[config.mk]
export PLATFORM = sky130hd
export DESIGN_NAME = sync_tx
export DESIGN_NICKNAME = d
export VERILOG_FILES = /design/src/include/sync_tx_pkg.sv /design/src/sync_tx.sv
export SDC_FILE = /design/constraint.sdc
export NUM_CORES = 1
export LEC_CHECK = 0
export BUFFER_PORTS_ARGS = -buffer_cell sky130_fd_sc_hd__buf_2
export CORE_MARGIN = 5
export CORE_UTILIZATION = 35
export DETAILED_ROUTE_END_ITERATION = 12
export HOLD_SLACK_MARGIN = 0.05
export PLACE_DENSITY = 0.55
export SLEW_MARGIN = 10
export SYNTH_ARGS = -nofsm -noshare
export SYNTH_HDL_FRONTEND = slang
export SYNTH_SLANG_ARGS = --single-unit
[constraint.sdc]
create_clock -name sys_clk -period 1.94 [get_ports sys_clk]
set_input_delay 0 -clock sys_clk [delete_from_list [all_inputs] [get_ports sys_clk]]
set_output_delay 0 -clock sys_clk [all_outputs]
set_load 0.02 [all_outputs]
[src/include/sync_tx_pkg.sv]
/*
  Constants for the synchronous master transmitter: register indices,
  bit positions, reset values and transmitter states.
  Assumes a byte-wide register port with a three-bit word address.
*/
package sync_tx_pkg;

  // Register indices on the plain register port
  localparam logic [2:0] ADDR_TX_STATUS_CONTROL = 3'h0;
  localparam logic [2:0] ADDR_RX_STATUS_CONTROL = 3'h1;
  localparam logic [2:0] ADDR_TRANSMIT_BUFFER   = 3'h2;
  localparam logic [2:0] ADDR_BAUD_DIVISOR      = 3'h3;
  localparam logic [2:0] ADDR_PERIPH_FLAGS_ONE  = 3'h4;
  localparam logic [2:0] ADDR_PERIPH_ENABLES    = 3'h5;

  // Bits of transmit_status_control
  localparam int BIT_CLOCK_SOURCE  = 7;
  localparam int BIT_NINTH_ENABLE  = 6;
  localparam int BIT_TX_ENABLE     = 5;
  localparam int BIT_CLOCKED_MODE  = 4;
  localparam int BIT_SHIFTER_EMPTY = 1;
  localparam int BIT_NINTH_DATA    = 0;

  // Bits of receive_status_control
  localparam int BIT_PORT_ENABLE   = 7;
  localparam int BIT_SINGLE_RX     = 5;
  localparam int BIT_CONT_RX       = 4;

  // Buffer-empty flag and its enable share one position
  localparam int BIT_TX_FLAG       = 4;

  // Word lengths in bits
  localparam logic [3:0] BITS_EIGHT = 4'h8;
  localparam logic [3:0] BITS_NINE  = 4'h9;

  localparam logic [7:0] RESET_BYTE = 8'h00;

  // Control bits that software may hold; the others never keep a write
  localparam logic [7:0] TX_CTRL_WRITABLE = 8'hf1;
  localparam logic [7:0] RX_CTRL_WRITABLE = 8'hb0;

  // Transmit shift register occupancy, one-hot
  typedef enum logic [1:0] {
    ST_EMPTY  = 2'b01,
    ST_LOADED = 2'b10
  } tx_state_t;

endpackage : sync_tx_pkg

[src/sync_tx.sv]
/*
  Synchronous master transmit path of a serial port: register port,
  baud generator, transmit buffer, shift register and pin drivers.
  Assumes a same-clock register master and a receive path that reports
  the end of a single-word reception by a one-cycle pulse.
*/
`timescale 1ns/100ps

// Function
// Transmission pauses while any reception is enabled; half duplex.
// Clocked mode plus port enable turn pins into clock and data lines.
// Clock source select set makes the block drive the clock line.
// Shift register reloads only after last bit, and only if buffer full.
// Buffer to shifter move takes one cycle, then buffer-empty flag sets.
// Buffer-empty flag ignores enable; only a buffer write clears it.
// Read-only shifter-empty flag, polled, set while shifter empty.
// Transmit enable allows sending; shifting waits for buffer data.
// Bits change on rising clock edge, stable around falling edge.
// Baud generator held in reset while all three enables clear.
// Buffer written before enabling starts once enable is set.
// Empty shifter takes a buffer write at once; words go back to back.
// Clearing transmit enable aborts, resets transmitter, floats pins.
// Reception enable aborts, floats data, keeps clock, keeps state.
// Single reception done clears its enable; sending resumes at once.
// Ninth bit sampled from ninth data bit at the buffer transfer.
// Software writes the ninth bit before the buffer.
// Software sets divisor, mode, enables, ninth bit, then buffer.
// Software sets global and peripheral interrupt enables elsewhere.
// Shift register is not reachable from the register port.
// Least significant bit first, ninth bit last.
module sync_tx #(
  parameter int DIV_W = 8
) (
  input  wire logic       sys_clk,
  input  wire logic       rst_b,
  input  wire logic [2:0] reg_addr,
  input  wire logic [7:0] reg_wdata,
  input  wire logic       reg_wr,
  input  wire logic       reg_rd,
  output logic      [7:0] reg_rdata,
  input  wire logic       rx_word_done,
  output logic            shift_strobe_out,
  output logic            shift_strobe_oe_n,
  output logic            serial_data_out,
  output logic            serial_data_oe_n
);

  // Divisor register is one byte wide at most
  generate
    if (DIV_W < 1 || DIV_W > 8) begin : g_bad_width
      $error("DIV_W must lie between 1 and 8");
    end
  endgenerate

  // Software-visible state
  logic [7:0]             tx_ctrl;
  logic [7:0]             rx_ctrl;
  logic [7:0]             tx_buffer;
  logic                   buffer_full;
  logic [DIV_W-1:0]       baud_divisor;
  logic                   tx_flag;
  logic                   tx_irq_enable;
  logic [7:0]             next_tx_ctrl;
  logic [7:0]             next_rx_ctrl;
  logic [7:0]             next_tx_buffer;
  logic                   next_buffer_full;
  logic [DIV_W-1:0]       next_baud_divisor;
  logic                   next_tx_flag;
  logic                   next_tx_irq_enable;
  logic [7:0]             next_reg_rdata;

  // Transmitter engine state
  sync_tx_pkg::tx_state_t state;
  sync_tx_pkg::tx_state_t next_state;
  logic [8:0]             shifter;
  logic [8:0]             next_shifter;
  logic [3:0]             bits_left;
  logic [3:0]             next_bits_left;
  logic [DIV_W-1:0]       baud_count;
  logic [DIV_W-1:0]       next_baud_count;
  logic                   clk_level;
  logic                   next_clk_level;
  logic                   data_bit;
  logic                   next_data_bit;
  logic                   next_strobe_oe_n;
  logic                   next_data_oe_n;

  // Decoded controls
  logic tx_enable;
  logic rx_active;
  logic port_on;
  logic brg_run;
  logic baud_tick;
  logic buf_write;
  logic transfer;

  // Index match used only by the buffer-write decode
  function automatic logic hit(input logic [2:0] a, input logic [2:0] idx);
    hit = (a == idx);
  endfunction : hit

  // Mode decode and one-cycle baud tick
  assign tx_enable = tx_ctrl[sync_tx_pkg::BIT_TX_ENABLE];
  assign rx_active = rx_ctrl[sync_tx_pkg::BIT_CONT_RX] | rx_ctrl[sync_tx_pkg::BIT_SINGLE_RX];
  assign port_on   = tx_ctrl[sync_tx_pkg::BIT_CLOCKED_MODE] &
                     rx_ctrl[sync_tx_pkg::BIT_PORT_ENABLE];
  assign brg_run   = tx_enable | rx_active;
  assign baud_tick = brg_run && (baud_count == '0);
  assign buf_write = reg_wr && hit(reg_addr, sync_tx_pkg::ADDR_TRANSMIT_BUFFER);
  // Move waits a cycle behind a buffer write so the flag never races it
  assign transfer  = (state == sync_tx_pkg::ST_EMPTY) && buffer_full && tx_enable &&
                     !rx_active && !buf_write;

  // Register port, buffer and flag next values
  always_comb begin
    next_tx_ctrl       = tx_ctrl;
    next_rx_ctrl       = rx_ctrl;
    next_tx_buffer     = tx_buffer;
    next_buffer_full   = buffer_full;
    next_baud_divisor  = baud_divisor;
    next_tx_flag       = tx_flag;
    next_tx_irq_enable = tx_irq_enable;
    next_reg_rdata     = sync_tx_pkg::RESET_BYTE;
    // Software writes land whole; hardware terms below override them
    if (reg_wr) begin
      case (reg_addr)
        sync_tx_pkg::ADDR_TX_STATUS_CONTROL: begin
          next_tx_ctrl = reg_wdata;
        end
        sync_tx_pkg::ADDR_RX_STATUS_CONTROL: begin
          next_rx_ctrl = reg_wdata;
        end
        sync_tx_pkg::ADDR_TRANSMIT_BUFFER: begin
          next_tx_buffer   = reg_wdata;
          next_buffer_full = 1'b1;
          next_tx_flag     = 1'b0;
        end
        sync_tx_pkg::ADDR_BAUD_DIVISOR: begin
          next_baud_divisor = reg_wdata[DIV_W-1:0];
        end
        sync_tx_pkg::ADDR_PERIPH_ENABLES: begin
          next_tx_irq_enable = reg_wdata[sync_tx_pkg::BIT_TX_FLAG];
        end
        default: begin
        end
      endcase
    end
    // Read-only and unused control bits never keep a written one
    next_tx_ctrl = next_tx_ctrl & sync_tx_pkg::TX_CTRL_WRITABLE;
    next_rx_ctrl = next_rx_ctrl & sync_tx_pkg::RX_CTRL_WRITABLE;
    // Receive path ends a single reception; write cannot override it
    if (rx_word_done) begin
      next_rx_ctrl[sync_tx_pkg::BIT_SINGLE_RX] = 1'b0;
    end
    // Enabling with an empty buffer reports empty at once
    if (!tx_enable && next_tx_ctrl[sync_tx_pkg::BIT_TX_ENABLE] && !buffer_full) begin
      next_tx_flag = 1'b1;
    end
    // Transfer empties the buffer; a buffer write never meets it
    if (transfer) begin
      next_buffer_full = 1'b0;
      next_tx_flag     = 1'b1;
    end
    // Read image registered for the cycle after the strobe only
    if (reg_rd) begin
      case (reg_addr)
        sync_tx_pkg::ADDR_TX_STATUS_CONTROL: begin
          next_reg_rdata = tx_ctrl;
          next_reg_rdata[sync_tx_pkg::BIT_SHIFTER_EMPTY] =
            (state == sync_tx_pkg::ST_EMPTY);
        end
        sync_tx_pkg::ADDR_RX_STATUS_CONTROL: begin
          next_reg_rdata = rx_ctrl;
        end
        sync_tx_pkg::ADDR_TRANSMIT_BUFFER: begin
          next_reg_rdata = tx_buffer;
        end
        sync_tx_pkg::ADDR_BAUD_DIVISOR: begin
          next_reg_rdata[DIV_W-1:0] = baud_divisor;
        end
        sync_tx_pkg::ADDR_PERIPH_FLAGS_ONE: begin
          next_reg_rdata[sync_tx_pkg::BIT_TX_FLAG] = tx_flag;
        end
        sync_tx_pkg::ADDR_PERIPH_ENABLES: begin
          next_reg_rdata[sync_tx_pkg::BIT_TX_FLAG] = tx_irq_enable;
        end
        default: begin
        end
      endcase
    end
  end

  // Register state
  always_ff @(posedge sys_clk) begin
    if (!rst_b) begin
      tx_ctrl       <= sync_tx_pkg::RESET_BYTE;
      rx_ctrl       <= sync_tx_pkg::RESET_BYTE;
      tx_buffer     <= sync_tx_pkg::RESET_BYTE;
      buffer_full   <= 1'b0;
      baud_divisor  <= '0;
      tx_flag       <= 1'b0;
      tx_irq_enable <= 1'b0;
      reg_rdata     <= sync_tx_pkg::RESET_BYTE;
    end else begin
      tx_ctrl       <= next_tx_ctrl;
      rx_ctrl       <= next_rx_ctrl;
      tx_buffer     <= next_tx_buffer;
      buffer_full   <= next_buffer_full;
      baud_divisor  <= next_baud_divisor;
      tx_flag       <= next_tx_flag;
      tx_irq_enable <= next_tx_irq_enable;
      reg_rdata     <= next_reg_rdata;
    end
  end

  // Baud generator, shifter and pin drivers next values
  always_comb begin
    next_state      = state;
    next_shifter    = shifter;
    next_bits_left  = bits_left;
    next_clk_level  = clk_level;
    next_data_bit   = data_bit;
    next_baud_count = baud_count;
    // Half-period counter, reloaded from the divisor
    if (!brg_run) begin
      next_baud_count = '0;
    end else if (baud_tick) begin
      next_baud_count = baud_divisor;
    end else begin
      next_baud_count = baud_count - 1'b1;
    end
    // Load a word; the ninth bit is the one standing now
    if (transfer) begin
      next_state     = sync_tx_pkg::ST_LOADED;
      next_shifter   = {tx_ctrl[sync_tx_pkg::BIT_NINTH_DATA], tx_buffer};
      next_bits_left = tx_ctrl[sync_tx_pkg::BIT_NINTH_ENABLE] ?
                       sync_tx_pkg::BITS_NINE : sync_tx_pkg::BITS_EIGHT;
    end
    // Reception owns the clock while enabled
    if (baud_tick && rx_active) begin
      // Clock keeps running for the receiver; shifter frozen
      next_clk_level = !clk_level;
    end else if (baud_tick && state == sync_tx_pkg::ST_LOADED) begin
      next_clk_level = !clk_level;
      // Word ends on the tick after its last bit; a fall lost to a
      // reception must not start a rise with nothing left to send
      if (bits_left == '0) begin
        next_state     = sync_tx_pkg::ST_EMPTY;
        next_clk_level = 1'b0;
      end else if (!clk_level) begin
        next_data_bit  = shifter[0];
        next_shifter   = {1'b0, shifter[8:1]};
        next_bits_left = bits_left - 1'b1;
      end
    end
    // Idle clock sits low so the first edge after a load is a rise
    if (!rx_active && state == sync_tx_pkg::ST_EMPTY && !transfer) begin
      next_clk_level = 1'b0;
    end
    // Disable resets the engine; buffer and flag survive
    if (!tx_enable) begin
      next_state     = sync_tx_pkg::ST_EMPTY;
      next_bits_left = '0;
      next_shifter   = '0;
      if (!rx_active) begin
        next_clk_level = 1'b0;
      end
    end
    // Pin enables: clock while master and any enable, data while transmit enabled and no reception
    next_strobe_oe_n = !(port_on && tx_ctrl[sync_tx_pkg::BIT_CLOCK_SOURCE] &&
                         brg_run);
    next_data_oe_n   = !(port_on && tx_enable && !rx_active);
  end

  // Engine and pin registers
  always_ff @(posedge sys_clk) begin
    if (!rst_b) begin
      state             <= sync_tx_pkg::ST_EMPTY;
      shifter           <= '0;
      bits_left         <= '0;
      baud_count        <= '0;
      clk_level         <= 1'b0;
      data_bit          <= 1'b0;
      shift_strobe_out  <= 1'b0;
      shift_strobe_oe_n <= 1'b1;
      serial_data_out   <= 1'b0;
      serial_data_oe_n  <= 1'b1;
    end else begin
      state             <= next_state;
      shifter           <= next_shifter;
      bits_left         <= next_bits_left;
      baud_count        <= next_baud_count;
      clk_level         <= next_clk_level;
      data_bit          <= next_data_bit;
      shift_strobe_out  <= next_clk_level;
      shift_strobe_oe_n <= next_strobe_oe_n;
      serial_data_out   <= next_data_bit;
      serial_data_oe_n  <= next_data_oe_n;
    end
  end

endmodule : sync_tx

==> metrics.md <==
| Metric | Value |
|---|---|
| Area grow syn2layout | 20.2% |
| Vert. Die Dim | approximately 100 um |
| Synth Net Count | 328 |
| Worst path top cell family by delay | simple AND/OR/NAND/NOR gates |
| Root Driver | clkbuf_8 |
| Post-synth ARST share | 0% |
| Critical Path Fanout Max | 9 |
| Cell-internal power | 1910 uW |
| Setup Buffers After CTS | 0 |
| CTS tree | done |
| PortBufs | 27 |
| CP Cell Sequence | inv_1 -> ha_1 -> nor3b_1 -> nand4bb_1 -> buf_4 -> o31ai_1 -> a21oi_1 |
| H-tree depth | 3 |
| Post-synthesis instance total | 309 |
| Footprint of the multi-input gates | 1460 sq um |
| Routability cong. | 0.793 |
| Layout cells sized above 1 | 18.7% |
| Met3 Use GR | 3.65% |
| Library cells used by synthesis | 48 |
| DR WL/cell | 16.0 um |
| Die area | 9920 sq um |
| Dpl hpwl | 5.32 mm |
| TNS Setup | 0 ns |
| Vias | about 2400 |
| Vias/cell | 5.20 |
| Io pins | 28 |
| Pwr Total | around 2500 uW |
| Post-synth top area cell | dfxtp_1 |
| Setup Skew | around 0.0058 ns |
| Clock latency on the worst-skew pair | 0.33 ns |
| WP buf/inv | 2 |
| Max Root-Sink Buffers | 2 |
| Fill count | 789 |
| Total GRT Usage | 15.8% |
| Final Hold Vio Count | 0 |
| Net Sw Frac | 24.5% |
| Crit. End Element | register |
| Worst r2r path cells | 7 |
| Sequential power share | 51.7% |
| Yosys reg bits | 62 |
| First-pass GRT wire length | between 10 and 15 mm |
| Total grt overflow | 0 |
| VDD IR max | about 0.22 mV |
| Most Crowded Layer GR | met2 |
| Largest net degree at the start of global routing | 22 |
| Kind of critical path | reg -> reg |
| CTS Buf Count | 9 |
| Iter 0 DRT Violations | about 150 |
| Reg2reg end | shifter[3] |
| Sink Count | 62 |
| FP Rows | 32 |
| Switching Power | 619 uW |
| Slew Limit Headroom | 55.9% |
| Diode count | 0 |
| Non-Filler Instances | 460 |
| DRC | 0 |
| Flip-flop and latch area | about 1200 sq um |
| Initial antenna violation count | 0 |
| WHS Path Cells | 4 |
| Status | finished clean |
| Final setup violation count | 0 |
| Final setup margin | around 0.14 ns |
| Nets@finish | between 300 and 400 |
| Area share of the largest cell type after synthesis | 44.2% |
| CP max stage delay | 0.35 ns |
| Arrival time worst endpoint | 2.01 ns |
| Most frequent cells in the layout | dfxtp_1, nand2_1, a21oi_1 |
| Final min period | 1.80 ns |
| Synth top area cells | dfxtp_1, mux2i_1, nand2_1 |
| Most common cell after layout, fill and taps aside | dfxtp_1 |
| Cell area after synthesis | 2810 sq um |
| Yosys warnings | 0 |
| Register area share after synthesis | 44.2% |
| Post-synth EDFFs | 0 |
| Reg clk slew, reported paths | 0.06 ns |
| WHS Endpoint | tx_irq_enable |
| Post-route ant nets | 0 |
| Number of global-route vias before repair | 2290 |
| CP Launch Type | register |
| Internal reg-to-reg setup slack | 0.14 ns |
| Placed Cells incl. Taps | 432 |
| Met1 GRT Util | 20.7% |
| Unrepaired setup endpoints after global routing | false |
| Comb pwr share | 9.0% |
| Cell leakage power | 0.00130 uW |
| Worst Path Required | 2.16 ns |
| Crit-path slowest cell | dfxtp_1 |
| Post-place setup slack | 0.0958 ns |
| Max-slew violations | 0 |
| Maximum clock frequency | 557 MHz |
| Crit share post-route | between 90% and 100% |
| Starting Density | 36.2% |
| RR Startpoint | bits_left[0] |
| Grt met2 use | 24.8% |
| # Max-Cap Violations | 0 |
| Hold Startpoint | reg_wr |
| Clk pwr share | 39.2% |
| Synth Flop Type | dfxtp_1 |
| Worst Max-Slew Pin Slew | approximately 0.66 ns |
| Worst hold path class | in -> reg |
| Core box area | slightly below 8000 sq um |
| PD cells | 749 nW/um^2 |
| Pre-antenna DRT Iters | 4 |
| Synth Area per Inst | 9.09 sq um |
| Final WL | 7.37 mm |
| Final Core Density | between 40% and 50% |
| Die width | 99.6 um |
## routing by layer
layer | vias to the layer above | part of all wire (%)
met5 | - | 0
met4 | 0 | 1.9
li1 | 1192 | -
met2 | 54 | 46
met3 | 15 | 4.8
met1 | 1129 | 47
## synth_stat cells (all sizes together), types with 3 or more instances
library cell / number
nor2b: 4
ha: 3
nor4b: 4
buf: 10
nor2: 29
inv: 8
dfxtp: 62
o21ai: 8
clkbuf: 7
o31ai: 9
nand4: 4
and3: 3
a32oi: 3
nand3: 8
nor3: 5
xnor2: 3
mux2: 4
mux2i: 21
nand2: 43
a211oi: 11
a21oi: 31
## cell families (layout without fill, tap and decap cells)
kind of cell / after synthesis / after routing / share of synthesized area (%)
DFF: 62 / 62 / 44.2
AOI/OAI and AO/OA: 70 / 70 / 15.6
adders and majority gates: 3 / 3 / 1.34
xor gates and xnor gates: 5 / 5 / 1.56
buffers and inverters: 26 / 75 / 4.41
muxes: 27 / 27 / 10.7
and+or+nand+nor: 116 / 116 / 22.3
## per-stage QoR
stage	hold WS, ns	area, sq um
floorplan	0.0793	2810
global placement	0.182	3070
detailed placement	0.190	3070
CTS	0.107	3360
global route	0.154	3380
finish	0.110	3380
## power groups by stage
stage / Combinational (uW) / Sequential, uW / Clock [uW]
2_1_floorplan: 137 / 1330 / 0
3_3_place_gp: 207 / 1340 / 0
3_5_place_dp: 208 / 1340 / 0
4_1_cts: 228 / 1310 / 1010
5_1_grt: 251 / 1310 / 1080
6_report: 228 / 1310 / 992
## worst max-delay path by stage
stage                             from            end  slack, ns  cells after the start
after CTS                   rx_ctrl[5]     shifter[3]       0.09                      5
final                     bits_left[0]     shifter[3]       0.14                      7
after detailed placement    rx_ctrl[5]  baud_count[5]        0.1                      4
after global placement      rx_ctrl[5]     shifter[3]       0.12                      5
after global routing      bits_left[0]     shifter[2]      0.004                      7
after floorplan           bits_left[0]     shifter[0]       0.41                      7
## final cells by class
class	count	area share, %
Sequential cell	62	36.8
Inverter	9	1.00
Tap cell	102	3.78
Clock buffer	14	4.82
Timing Repair Buffer	51	10.3
Multi-Input combinational cell	221	43.2
Clock inverter	1	0.148
## state kept, by name, summed over array words and instances (netlist names), 2 cells and up
register	cells
bits_left	4
baud_count	8
rx_ctrl	3
baud_divisor	8
state	2
tx_buffer	8
tx_ctrl	5
reg_rdata	8
shifter	9
## timing repair
action | CTS | global route
endpoints found under the setup margin | 0 | 12
hold buffers | 13 | 0
gates resized for setup | 0 | 2
hold endpoints to repair | 31 | 0
## worst register-to-register path, stage by stage (launching register included)
cell and delay, ns:
dfxtp_1 0.35, inv_1 0.07, ha_1 0.23, nor3b_1 0.18, nand4bb_1 0.32, buf_4 0.26
o31ai_1 0.22, a21oi_1 0.06
Note: power is estimated with default switching activity, not from simulation.
